<file path="config.mk">
export PLATFORM = sky130hd
export DESIGN_NAME = stack_engine
export DESIGN_NICKNAME = d
export VERILOG_FILES = /design/src/common/stack_pkg.sv /design/src/rtl/page_addr.sv /design/src/rtl/stack_engine.sv
export SDC_FILE = /design/constraint.sdc
export NUM_CORES = 1
export LEC_CHECK = 0
export ABC_CLOCK_PERIOD_IN_PS = 11400
export BUFFER_PORTS_ARGS = -buffer_cell sky130_fd_sc_hd__buf_2
export CORE_AREA = 2 2 185 187
export CTS_CLUSTER_DIAMETER = 150
export CTS_CLUSTER_SIZE = 12
export DETAILED_ROUTE_END_ITERATION = 8
export DIE_AREA = 0 0 187 189
export GPL_ROUTABILITY_DRIVEN = 0
export SLEW_MARGIN = 20
export SYNTH_ARGS = -nofsm -noshare
export SYNTH_HDL_FRONTEND = slang
export SYNTH_SLANG_ARGS = --single-unit
</file>
<file path="constraint.sdc">
create_clock -name clk -period 11.4 [get_ports clk]
set_clock_uncertainty 0.2 [all_clocks]
set_input_delay 1.14 -clock clk [delete_from_list [all_inputs] [get_ports clk]]
set_output_delay 1.14 -clock clk [all_outputs]
set_load 0.05 [all_outputs]
</file>
<file path="src/common/stack_pkg.sv">
// Package for the per-processor stack engine: widths, operation codes, states.
// Assumes a single clock domain and a synchronous single-port RAM.
`default_nettype none
package stack_pkg;
    localparam int ADDR_W = 16;
    localparam int DATA_W = 8;
    localparam int OFS_W = 8;
    localparam int NUM_PROC = 4;
    localparam int PROC_W = 2;
    localparam logic [15:0] BASE_RST = 16'h0000;
    localparam logic [7:0] DATA_OFS_RST = 8'h00;
    localparam logic [7:0] RET_OFS_RST = 8'hFF;
    localparam logic [7:0] TOS_RST = 8'h00;
    localparam logic [15:0] IP_RST = 16'h0000;
    localparam logic [7:0] OFS_ONE = 8'h01;

    typedef enum logic [2:0] {
        OP_PUSH = 3'h0,
        OP_POP = 3'h1,
        OP_CALL = 3'h2,
        OP_RET = 3'h3,
        OP_RPUSH = 3'h4,
        OP_RPOP = 3'h5,
        OP_SETBP = 3'h6,
        OP_SETIP = 3'h7
    } stack_op_t;

    typedef enum logic [5:0] {
        ST_IDLE = 6'b000001,
        ST_STEP1 = 6'b000010,
        ST_STEP2 = 6'b000100,
        ST_STEP3 = 6'b001000,
        ST_STEP4 = 6'b010000,
        ST_DONE = 6'b100000
    } engine_state_t;
endpackage : stack_pkg
`default_nettype wire

</file>
<file path="src/rtl/page_addr.sv">
// Base page address former: base plus zero-extended offset.
// Assumes base and offset come from the engine's per-processor registers.
`timescale 1ns/100ps
`default_nettype none
module page_addr
    import stack_pkg::*;
(
    input wire logic [ADDR_W-1:0] base,  // Base page address
    input wire logic [OFS_W-1:0] ofs,    // Offset within page
    output logic [ADDR_W-1:0] addr       // Resulting RAM address
);
    // Adding in 16 bits wraps at the top of RAM
    assign addr = base + {{(ADDR_W-OFS_W){1'b0}}, ofs};
endmodule : page_addr
`default_nettype wire

</file>
<file path="src/rtl/stack_engine.sv">
// Stack engine: push, pop, call and return over base pages in shared RAM.
// Assumes RAM with one-cycle registered read data and single-cycle writes.
// What this block does
// - Data stack byte wide, operands top and second
// - Base page at most 256 bytes holds stacks
// - Each processor has its own base page pointer, all 0000 after reset
// - Top in register, second at base plus offset
// - Second entry always read from RAM
// - Data stack grows upward, tracked by offset
// - Push: increment, store old top, load new
// - Pop: deliver top, reload from RAM, decrement
// - Return stack grows downward, own offset register
// - Call: store high, decrement, low, decrement, jump
// - Return: increment, load low, increment, load high
// - Return stack also holds temporary bytes
// - Base page pointer is sixteen bits
// - Both stack offsets are eight bits
// - Instruction pointer sixteen bits, saved as bytes
`timescale 1ns/100ps
`default_nettype none
module stack_engine
    import stack_pkg::*;
#(
    parameter int PROCS = NUM_PROC
)
(
    input wire logic clk,                         // 10 MHz core clock
    input wire logic rst_b,                       // Synchronous reset, active low
    input wire logic op_valid,                    // Operation request
    output logic op_ready,                        // Engine idle, request taken
    input wire logic [2:0] op_code,               // stack_op_t operation
    input wire logic [PROC_W-1:0] op_proc,        // Logical processor select
    input wire logic [DATA_W-1:0] op_data,        // Byte to push
    input wire logic [ADDR_W-1:0] op_addr,        // Call target or new base
    output logic done,                            // One-cycle completion pulse
    output logic [DATA_W-1:0] pop_data,           // Popped byte
    output logic [DATA_W-1:0] top_of_data_stack,  // Top of selected processor
    output logic [ADDR_W-1:0] instruction_pointer,// Pointer of selected processor
    output logic [ADDR_W-1:0] ram_addr,           // RAM address
    output logic ram_we,                          // RAM write strobe
    output logic ram_re,                          // RAM read strobe
    output logic [DATA_W-1:0] ram_wdata,          // RAM write data
    input wire logic [DATA_W-1:0] ram_rdata       // RAM read data, one cycle later
);
    // Per-processor register sets
    logic [ADDR_W-1:0] base_page_pointer [PROCS];
    logic [OFS_W-1:0] data_stack_offset [PROCS];
    logic [OFS_W-1:0] return_stack_offset [PROCS];
    logic [DATA_W-1:0] tos_r [PROCS];
    logic [ADDR_W-1:0] ip_r [PROCS];

    engine_state_t state_r;
    stack_op_t op_r;
    logic [PROC_W-1:0] proc_r;
    logic [DATA_W-1:0] data_r;
    logic [ADDR_W-1:0] target_r;
    logic [OFS_W-1:0] cur_ofs;
    logic [ADDR_W-1:0] page_adr;

    assign op_ready = (state_r == ST_IDLE);
    assign top_of_data_stack = tos_r[proc_r];
    assign instruction_pointer = ip_r[proc_r];

    // Offset of the step; a return pop reads the slot above, pairing with push
    always_comb
    begin
        cur_ofs = (op_r == OP_PUSH || op_r == OP_POP) ? data_stack_offset[proc_r] :
            (op_r == OP_RPOP) ? return_stack_offset[proc_r] + OFS_ONE :
            return_stack_offset[proc_r];
    end

    // Own base page pointer per processor; all reset to 0000, so they share a page until SETBP sets them apart
    page_addr u_page_addr
    (
        .base(base_page_pointer[proc_r]),
        .ofs(cur_ofs),
        .addr(page_adr)
    );

    // RAM strobes per step; second entry is only ever a RAM access
    always_comb
    begin
        ram_addr = page_adr;
        ram_we = 1'b0;
        ram_re = 1'b0;
        ram_wdata = 8'h00;
        case (state_r)
            ST_STEP2:
                if (op_r == OP_PUSH)
                begin
                    ram_we = 1'b1;
                    ram_wdata = tos_r[proc_r];
                end
                else if (op_r == OP_RET)
                    ram_re = 1'b1;
            ST_STEP1:
                if (op_r == OP_CALL)
                begin
                    ram_we = 1'b1;
                    ram_wdata = ip_r[proc_r][15:8];
                end
                else if (op_r == OP_RPUSH)
                begin
                    ram_we = 1'b1;
                    ram_wdata = data_r;
                end
                else if (op_r == OP_POP || op_r == OP_RPOP)
                    ram_re = 1'b1;
            ST_STEP3:
                if (op_r == OP_CALL)
                begin
                    ram_we = 1'b1;
                    ram_wdata = ip_r[proc_r][7:0];
                end
            ST_STEP4:
                if (op_r == OP_RET)
                    ram_re = 1'b1;
            default:
                ram_re = 1'b0;
        endcase
    end

    // Sequencer: request latch and step walk
    always_ff @(posedge clk)
    begin
        if (!rst_b)
        begin
            state_r <= ST_IDLE;
            op_r <= OP_PUSH;
            proc_r <= '0;
            data_r <= 8'h00;
            target_r <= 16'h0000;
        end
        else
        begin
            case (state_r)
                ST_IDLE:
                begin
                    if (op_valid)
                    begin
                        op_r <= stack_op_t'(op_code);
                        proc_r <= op_proc;
                        data_r <= op_data;
                        target_r <= op_addr;
                        state_r <= ST_STEP1;
                    end
                end
                ST_STEP1:
                    if (op_r == OP_SETBP || op_r == OP_SETIP)
                        state_r <= ST_DONE;
                    else
                        state_r <= ST_STEP2;
                ST_STEP2:
                    if (op_r == OP_CALL || op_r == OP_RET)
                        state_r <= ST_STEP3;
                    else
                        state_r <= ST_DONE;
                ST_STEP3:
                    state_r <= ST_STEP4;
                ST_STEP4:
                    state_r <= ST_DONE;
                default:
                    state_r <= ST_IDLE;
            endcase
        end
    end

    // Architectural register updates, one step at a time
    always_ff @(posedge clk)
    begin
        if (!rst_b)
        begin
            for (int i = 0; i < PROCS; i++)
            begin
                base_page_pointer[i] <= BASE_RST;
                data_stack_offset[i] <= DATA_OFS_RST;
                return_stack_offset[i] <= RET_OFS_RST;
                tos_r[i] <= TOS_RST;
                ip_r[i] <= IP_RST;
            end
            pop_data <= 8'h00;
            done <= 1'b0;
        end
        else
        begin
            done <= (state_r == ST_DONE);
            case (state_r)
                ST_STEP1:
                    case (op_r)
                        // Data stack grows upward, wraps in eight bits
                        OP_PUSH: data_stack_offset[proc_r] <= data_stack_offset[proc_r] + OFS_ONE;
                        OP_POP: pop_data <= tos_r[proc_r];
                        OP_RET: return_stack_offset[proc_r] <= return_stack_offset[proc_r] + OFS_ONE;
                        OP_SETBP: base_page_pointer[proc_r] <= target_r;
                        OP_SETIP: ip_r[proc_r] <= target_r;
                        OP_RPUSH: return_stack_offset[proc_r] <= return_stack_offset[proc_r] - OFS_ONE;
                        default: ;
                    endcase
                ST_STEP2:
                    case (op_r)
                        OP_PUSH: tos_r[proc_r] <= data_r;
                        OP_POP:
                        begin
                            tos_r[proc_r] <= ram_rdata;
                            data_stack_offset[proc_r] <= data_stack_offset[proc_r] - OFS_ONE;
                        end
                        OP_RPOP:
                        begin
                            pop_data <= ram_rdata;
                            return_stack_offset[proc_r] <= return_stack_offset[proc_r] + OFS_ONE;
                        end
                        // Return stack grows downward
                        OP_CALL: return_stack_offset[proc_r] <= return_stack_offset[proc_r] - OFS_ONE;
                        default: ;
                    endcase
                ST_STEP3:
                    if (op_r == OP_CALL)
                        return_stack_offset[proc_r] <= return_stack_offset[proc_r] - OFS_ONE;
                    else if (op_r == OP_RET)
                    begin
                        ip_r[proc_r][7:0] <= ram_rdata;
                        return_stack_offset[proc_r] <= return_stack_offset[proc_r] + OFS_ONE;
                    end
                ST_STEP4:
                    if (op_r == OP_CALL)
                        ip_r[proc_r] <= target_r;
                ST_DONE:
                    if (op_r == OP_RET)
                        ip_r[proc_r][15:8] <= ram_rdata;
                default: ;
            endcase
        end
    end

    // Push writes the old top one step after the offset moves up
    property p_push_order;
        @(posedge clk) disable iff (!rst_b)
        (state_r == ST_STEP2 && op_r == OP_PUSH) |-> ram_we && ram_wdata == $past(tos_r[proc_r])
            && data_stack_offset[proc_r] == $past(data_stack_offset[proc_r]) + OFS_ONE;
    endproperty
    a_push_order: assert property (p_push_order) else $error("push order wrong");
    // Read data lands a cycle after the strobe and is loaded on the next edge
    property p_pop_reload;
        @(posedge clk) disable iff (!rst_b)
        (state_r == ST_STEP1 && op_r == OP_POP) |-> ram_re ##2 tos_r[proc_r] == $past(ram_rdata);
    endproperty
    a_pop_reload: assert property (p_pop_reload) else $error("pop reload wrong");
    property p_pop_dec;
        @(posedge clk) disable iff (!rst_b)
        (state_r == ST_STEP2 && op_r == OP_POP) |=>
            data_stack_offset[proc_r] == $past(data_stack_offset[proc_r]) - OFS_ONE;
    endproperty
    a_pop_dec: assert property (p_pop_dec) else $error("pop decrement wrong");
    property p_addr_form;
        @(posedge clk) disable iff (!rst_b)
        (ram_we || ram_re) |-> ram_addr == base_page_pointer[proc_r] + {8'h00, cur_ofs};
    endproperty
    a_addr_form: assert property (p_addr_form) else $error("address form wrong");
    property p_call_high;
        @(posedge clk) disable iff (!rst_b)
        (state_r == ST_STEP1 && op_r == OP_CALL) |-> ram_we && ram_wdata == ip_r[proc_r][15:8]
            ##2 ram_we && ram_wdata == ip_r[proc_r][7:0];
    endproperty
    a_call_high: assert property (p_call_high) else $error("call save wrong");
    property p_call_len;
        @(posedge clk) disable iff (!rst_b)
        (state_r == ST_IDLE && op_valid && op_code == OP_CALL) |=> ##5 done;
    endproperty
    a_call_len: assert property (p_call_len) else $error("call length wrong");
    property p_ret_reads;
        @(posedge clk) disable iff (!rst_b)
        (state_r == ST_STEP2 && op_r == OP_RET) |-> ram_re ##2 ram_re;
    endproperty
    a_ret_reads: assert property (p_ret_reads) else $error("return reads wrong");
    property p_ret_ofs;
        @(posedge clk) disable iff (!rst_b)
        (state_r == ST_IDLE && op_valid && op_code == OP_RET) |=> ##5
            return_stack_offset[proc_r] == $past(return_stack_offset[proc_r], 5) + 8'h02;
    endproperty
    a_ret_ofs: assert property (p_ret_ofs) else $error("return offset wrong");
    property p_push_dir;
        @(posedge clk) disable iff (!rst_b)
        (state_r == ST_STEP1 && op_r == OP_RPUSH) |=>
            return_stack_offset[proc_r] == $past(return_stack_offset[proc_r]) - OFS_ONE;
    endproperty
    a_push_dir: assert property (p_push_dir) else $error("return push direction wrong");
endmodule : stack_engine
`default_nettype wire

</file>
==> flow_metrics.env <==
export IMPL_clkPwrFrac_pct=35.3
export IMPL_synthFlopType="edfxtp_1"
export IMPL_syn_avg_cell_area_um2=12.2
export IMPL_final_nets=1223
export IMPL_clockBufferDepth=3
export IMPL_wirelength_um=35100
export IMPL_end_kind="output port"
export IMPL_max_slew_worst_pin_slew_ns=1.06
export IMPL_die_width_um=187
export IMPL_cts_max_level=1
export IMPL_async_flop_share_pct=0
export IMPL_synth_xor_area_share_pct=2.16
export IMPL_drv_cap=0
export IMPL_crit_fanout=32
export IMPL_leakage_nw=5.40
export IMPL_hp_class="flop to flop"
export IMPL_seqPwrFrac_pct=49.9
export IMPL_power_density_nw_per_um2=151
export IMPL_wl_met1_um=15200
export IMPL_arrival_ns=5.20
export IMPL_worstSetupPathType="flop to output port"
export IMPL_p_int_mw=1.62
export IMPL_wl_per_cell_um=21.5
export IMPL_hpwl_um=23800
export IMPL_die_area_um2=35300
export IMPL_max_freq_mhz=153
export IMPL_drv_slew=0
export IMPL_synthAdderAreaFrac_pct=1.82
export IMPL_yosys_area_share_simple_pct=15.9
export IMPL_grt_max_degree=65
export IMPL_drc=0
export IMPL_postCtsSetupBuffers=0
export IMPL_vias=8961
export IMPL_postCtsResizedCells=0
export IMPL_route_met2_wl_um=16900
export IMPL_swShare_pct=28.0
export IMPL_layoutNonFillerInstCount=1634
export IMPL_synth_edf_count=224
export IMPL_clk_pin_slew_ns=0.06
export IMPL_syn_num_nets=1145
export IMPL_syn_area_um2=13200
export IMPL_rsz0062_at_grt="no"
export IMPL_highest_layer="met4"
export IMPL_grt_pass1_wl_um=54200
export IMPL_power_switching_uw=630
export IMPL_rrSetupSlack_ns=7.48
export IMPL_synthToLayoutAreaGrowth_pct=12.5
export IMPL_setup_viol=0
export IMPL_grt_pass1_vias=8871
export IMPL_synthMuxAreaShare_pct=12.0
export IMPL_fin_setup_tns_ns=0
export IMPL_drive_gt1_share_pct=20.0
export IMPL_dp_cells=1585
export IMPL_core_area_um2=33300
export IMPL_synth_compound_area_share_pct=7.15
export IMPL_critPathRequiredTime_ns=10.06
export IMPL_vias_per_cell=5.48
export IMPL_start_util_pct=39.8
export IMPL_synth_seq_cells=270
export IMPL_synth_top_family_by_area="simple AND/OR/NAND/NOR gates"
export IMPL_boundaryPins=100
export IMPL_relSlewSlack_pct=28.8
export IMPL_cp_start_kind="flop"
export IMPL_dieHeight_um=189
export IMPL_synth_yosys_seq_area_share_pct=57.8
export IMPL_fill_cells=3070
export IMPL_clock_latency_ns=0.55
export IMPL_drt_iter0_markers=738
export IMPL_synthCells=1087
export IMPL_hold_buffers=0
export IMPL_comb_power_share_pct=14.9
export IMPL_yosys_warnings=0
export IMPL_grt_usage_pct=19.9
export IMPL_period_needed_ns=6.54
export IMPL_clock_sinks=270
export IMPL_port_buffers=99
export IMPL_rows=67
export IMPL_hold_viol=0
export IMPL_final_antenna_net_count=0
export IMPL_fin_crit_sh_pct=57.3
export IMPL_dr_pass1_iters=6
export IMPL_antenna_found_initial=1
export IMPL_status="completed"
export IMPL_synthDistinctLibCells=66
export IMPL_cts_tree="done"
export IMPL_overflow=0
export IMPL_ir_drop_mv=0.0963
export IMPL_cts_root_buffer="clkbuf_16"
export IMPL_wl_met3_um=2310
export IMPL_cts_buffers=26
[final cells by class]
cell class / instances / area, um^2 / share of cell area, %
sequential: 270 / 7650 / 51.4
multi-input combinational: 728 / 5200 / 34.9
clock buffer: 46 / 726 / 4.87
timing repair buffer: 121 / 661 / 4.44
tap: 448 / 561 / 3.76
inverter: 18 / 67.6 / 0.454
clock inverter: 2 / 25.0 / 0.168
antenna: 1 / 2.50 / 0.0168
[power groups by stage]
stage	Clock [mW]	Sequential, mW	Combinational [mW]
after floorplan	0	1.13	0.244
after detailed placement	0	1.14	0.335
after global routing	0.844	1.13	0.355
final	0.794	1.12	0.335
after global placement	0	1.14	0.333
after CTS	0.805	1.12	0.336
[cells by family after synthesis]
| kind of cell | Yosys count |
|---|---|
| multiplexers | 86 |
| XOR/XNOR | 30 |
| AND/OR/NAND/NOR | 445 |
| adder cells (fa/ha/maj) | 18 |
| buffers and inverters | 89 |
| flip-flops | 270 |
| AO/OA/AOI/OAI | 149 |
[Yosys cell counts, drive strengths merged, types with 2 or more instances]
cell type	n	share of area, %
edfxtp	224	51
nand2	154	4.4
nor2	153	4.4
mux4	56	9.6
and3	53	2.5
a21oi	48	1.8
dfxtp	46	7.0
clkbuf	40	1.1
a22oi	35	2.0
o21ai	32	1.2
buf	31	1.6
and2	22	1.0
mux2i	22	1.7
inv	17	0.48
ha	16	1.5
xnor2	15	1.1
xor2	15	1.0
nor3	11	0.49
a311oi	8	0.53
mux2	8	0.68
nand2b	8	0.38
nor2b	8	0.38
nor4	7	0.70
a21o	5	0.28
nand3	5	0.23
nand3b	5	0.28
nor3b	4	0.26
o22ai	4	0.24
o31ai	4	0.23
o21a	3	0.17
or3	3	0.14
or4	3	0.20
a211oi	2	0.11
and3b	2	0.13
and4b	2	0.15
fa	2	0.30
o211ai	2	0.11
or2	2	0.095
[per-stage QoR]
stage	cell area [um^2]	hold slack [ns]	power [mW]	util (%)	setup slack, ns
after floorplan	13200	0.247	1.37	-	5.80
after global placement	14100	0.271	1.48	42.4	5.16
after detailed placement	14100	0.279	1.48	42.4	5.05
after CTS	14900	0.288	2.26	44.7	4.45
after global routing	14900	0.309	2.33	44.7	4.52
final	14900	0.289	2.25	44.7	4.86
[worst paths after layout]
path | cells after the start | start | end
max | 14 | flop | ram_addr[14]
min | 2 | data_r[4] | data_r[4]
max reg2reg | 10 | op_r[2] | data_stack_offset[0][7]
min reg2reg | 2 | data_r[4] | data_r[4]
[routing by layer]
metal | vias up | GRT usage (%)
li1 | 4162 | -
met3 | 41 | 3.15
met5 | - | 0
met2 | 329 | 33.2
met1 | 4429 | 27.5
met4 | 0 | 4.64
[sequential cells by signal (all words and copies together) (netlist names), named ones only]
signal               count
op_r                     3
proc_r                   2
return_stack_offset     32
data_r                   8
base_page_pointer       64
target_r                16
done                     1
ip_r                    64
pop_data                 8
state_r                  6
data_stack_offset       32
tos_r                   32
[cells in the final DEF (no fill, tap or decap), types with 3 or more instances in the layout]
cell type,instances
nor2b_1,7
nor2_1,151
clkbuf_1,20
edfxtp_1,224
nor3_1,8
or3_1,3
nand3b_1,5
a22oi_1,35
xnor2_1,13
a311oi_1,8
mux2i_1,22
mux4_2,52
buf_2,99
ha_1,16
nand2_1,153
o21ai_0,24
xor2_1,14
o21a_1,3
nand3_1,4
a21oi_1,48
nand2b_1,8
o22ai_1,3
mux4_1,4
a21o_1,5
and2_1,22
buf_4,22
dfxtp_1,44
nor4_2,3
nor3b_1,3
inv_1,17
and3_1,53
o21ai_1,7
mux2_2,8
clkbuf_16,26
[worst max-delay path, cell delays in order (launching register included)]
cell	delay, ns
dfxtp_4	0.79
mux4_2	0.72
inv_1	0.10
ha_1	0.25
or3_1	0.31
o21ai_0	0.08
a21oi_1	0.13
fa_1	0.46
a21o_1	0.18
a21oi_1	0.23
o21ai_0	0.19
o41ai_2	0.59
nand2b_1	0.21
xnor2_1	0.12
buf_2	0.28
No activity file was read; power rests on OpenSTA's default activity.
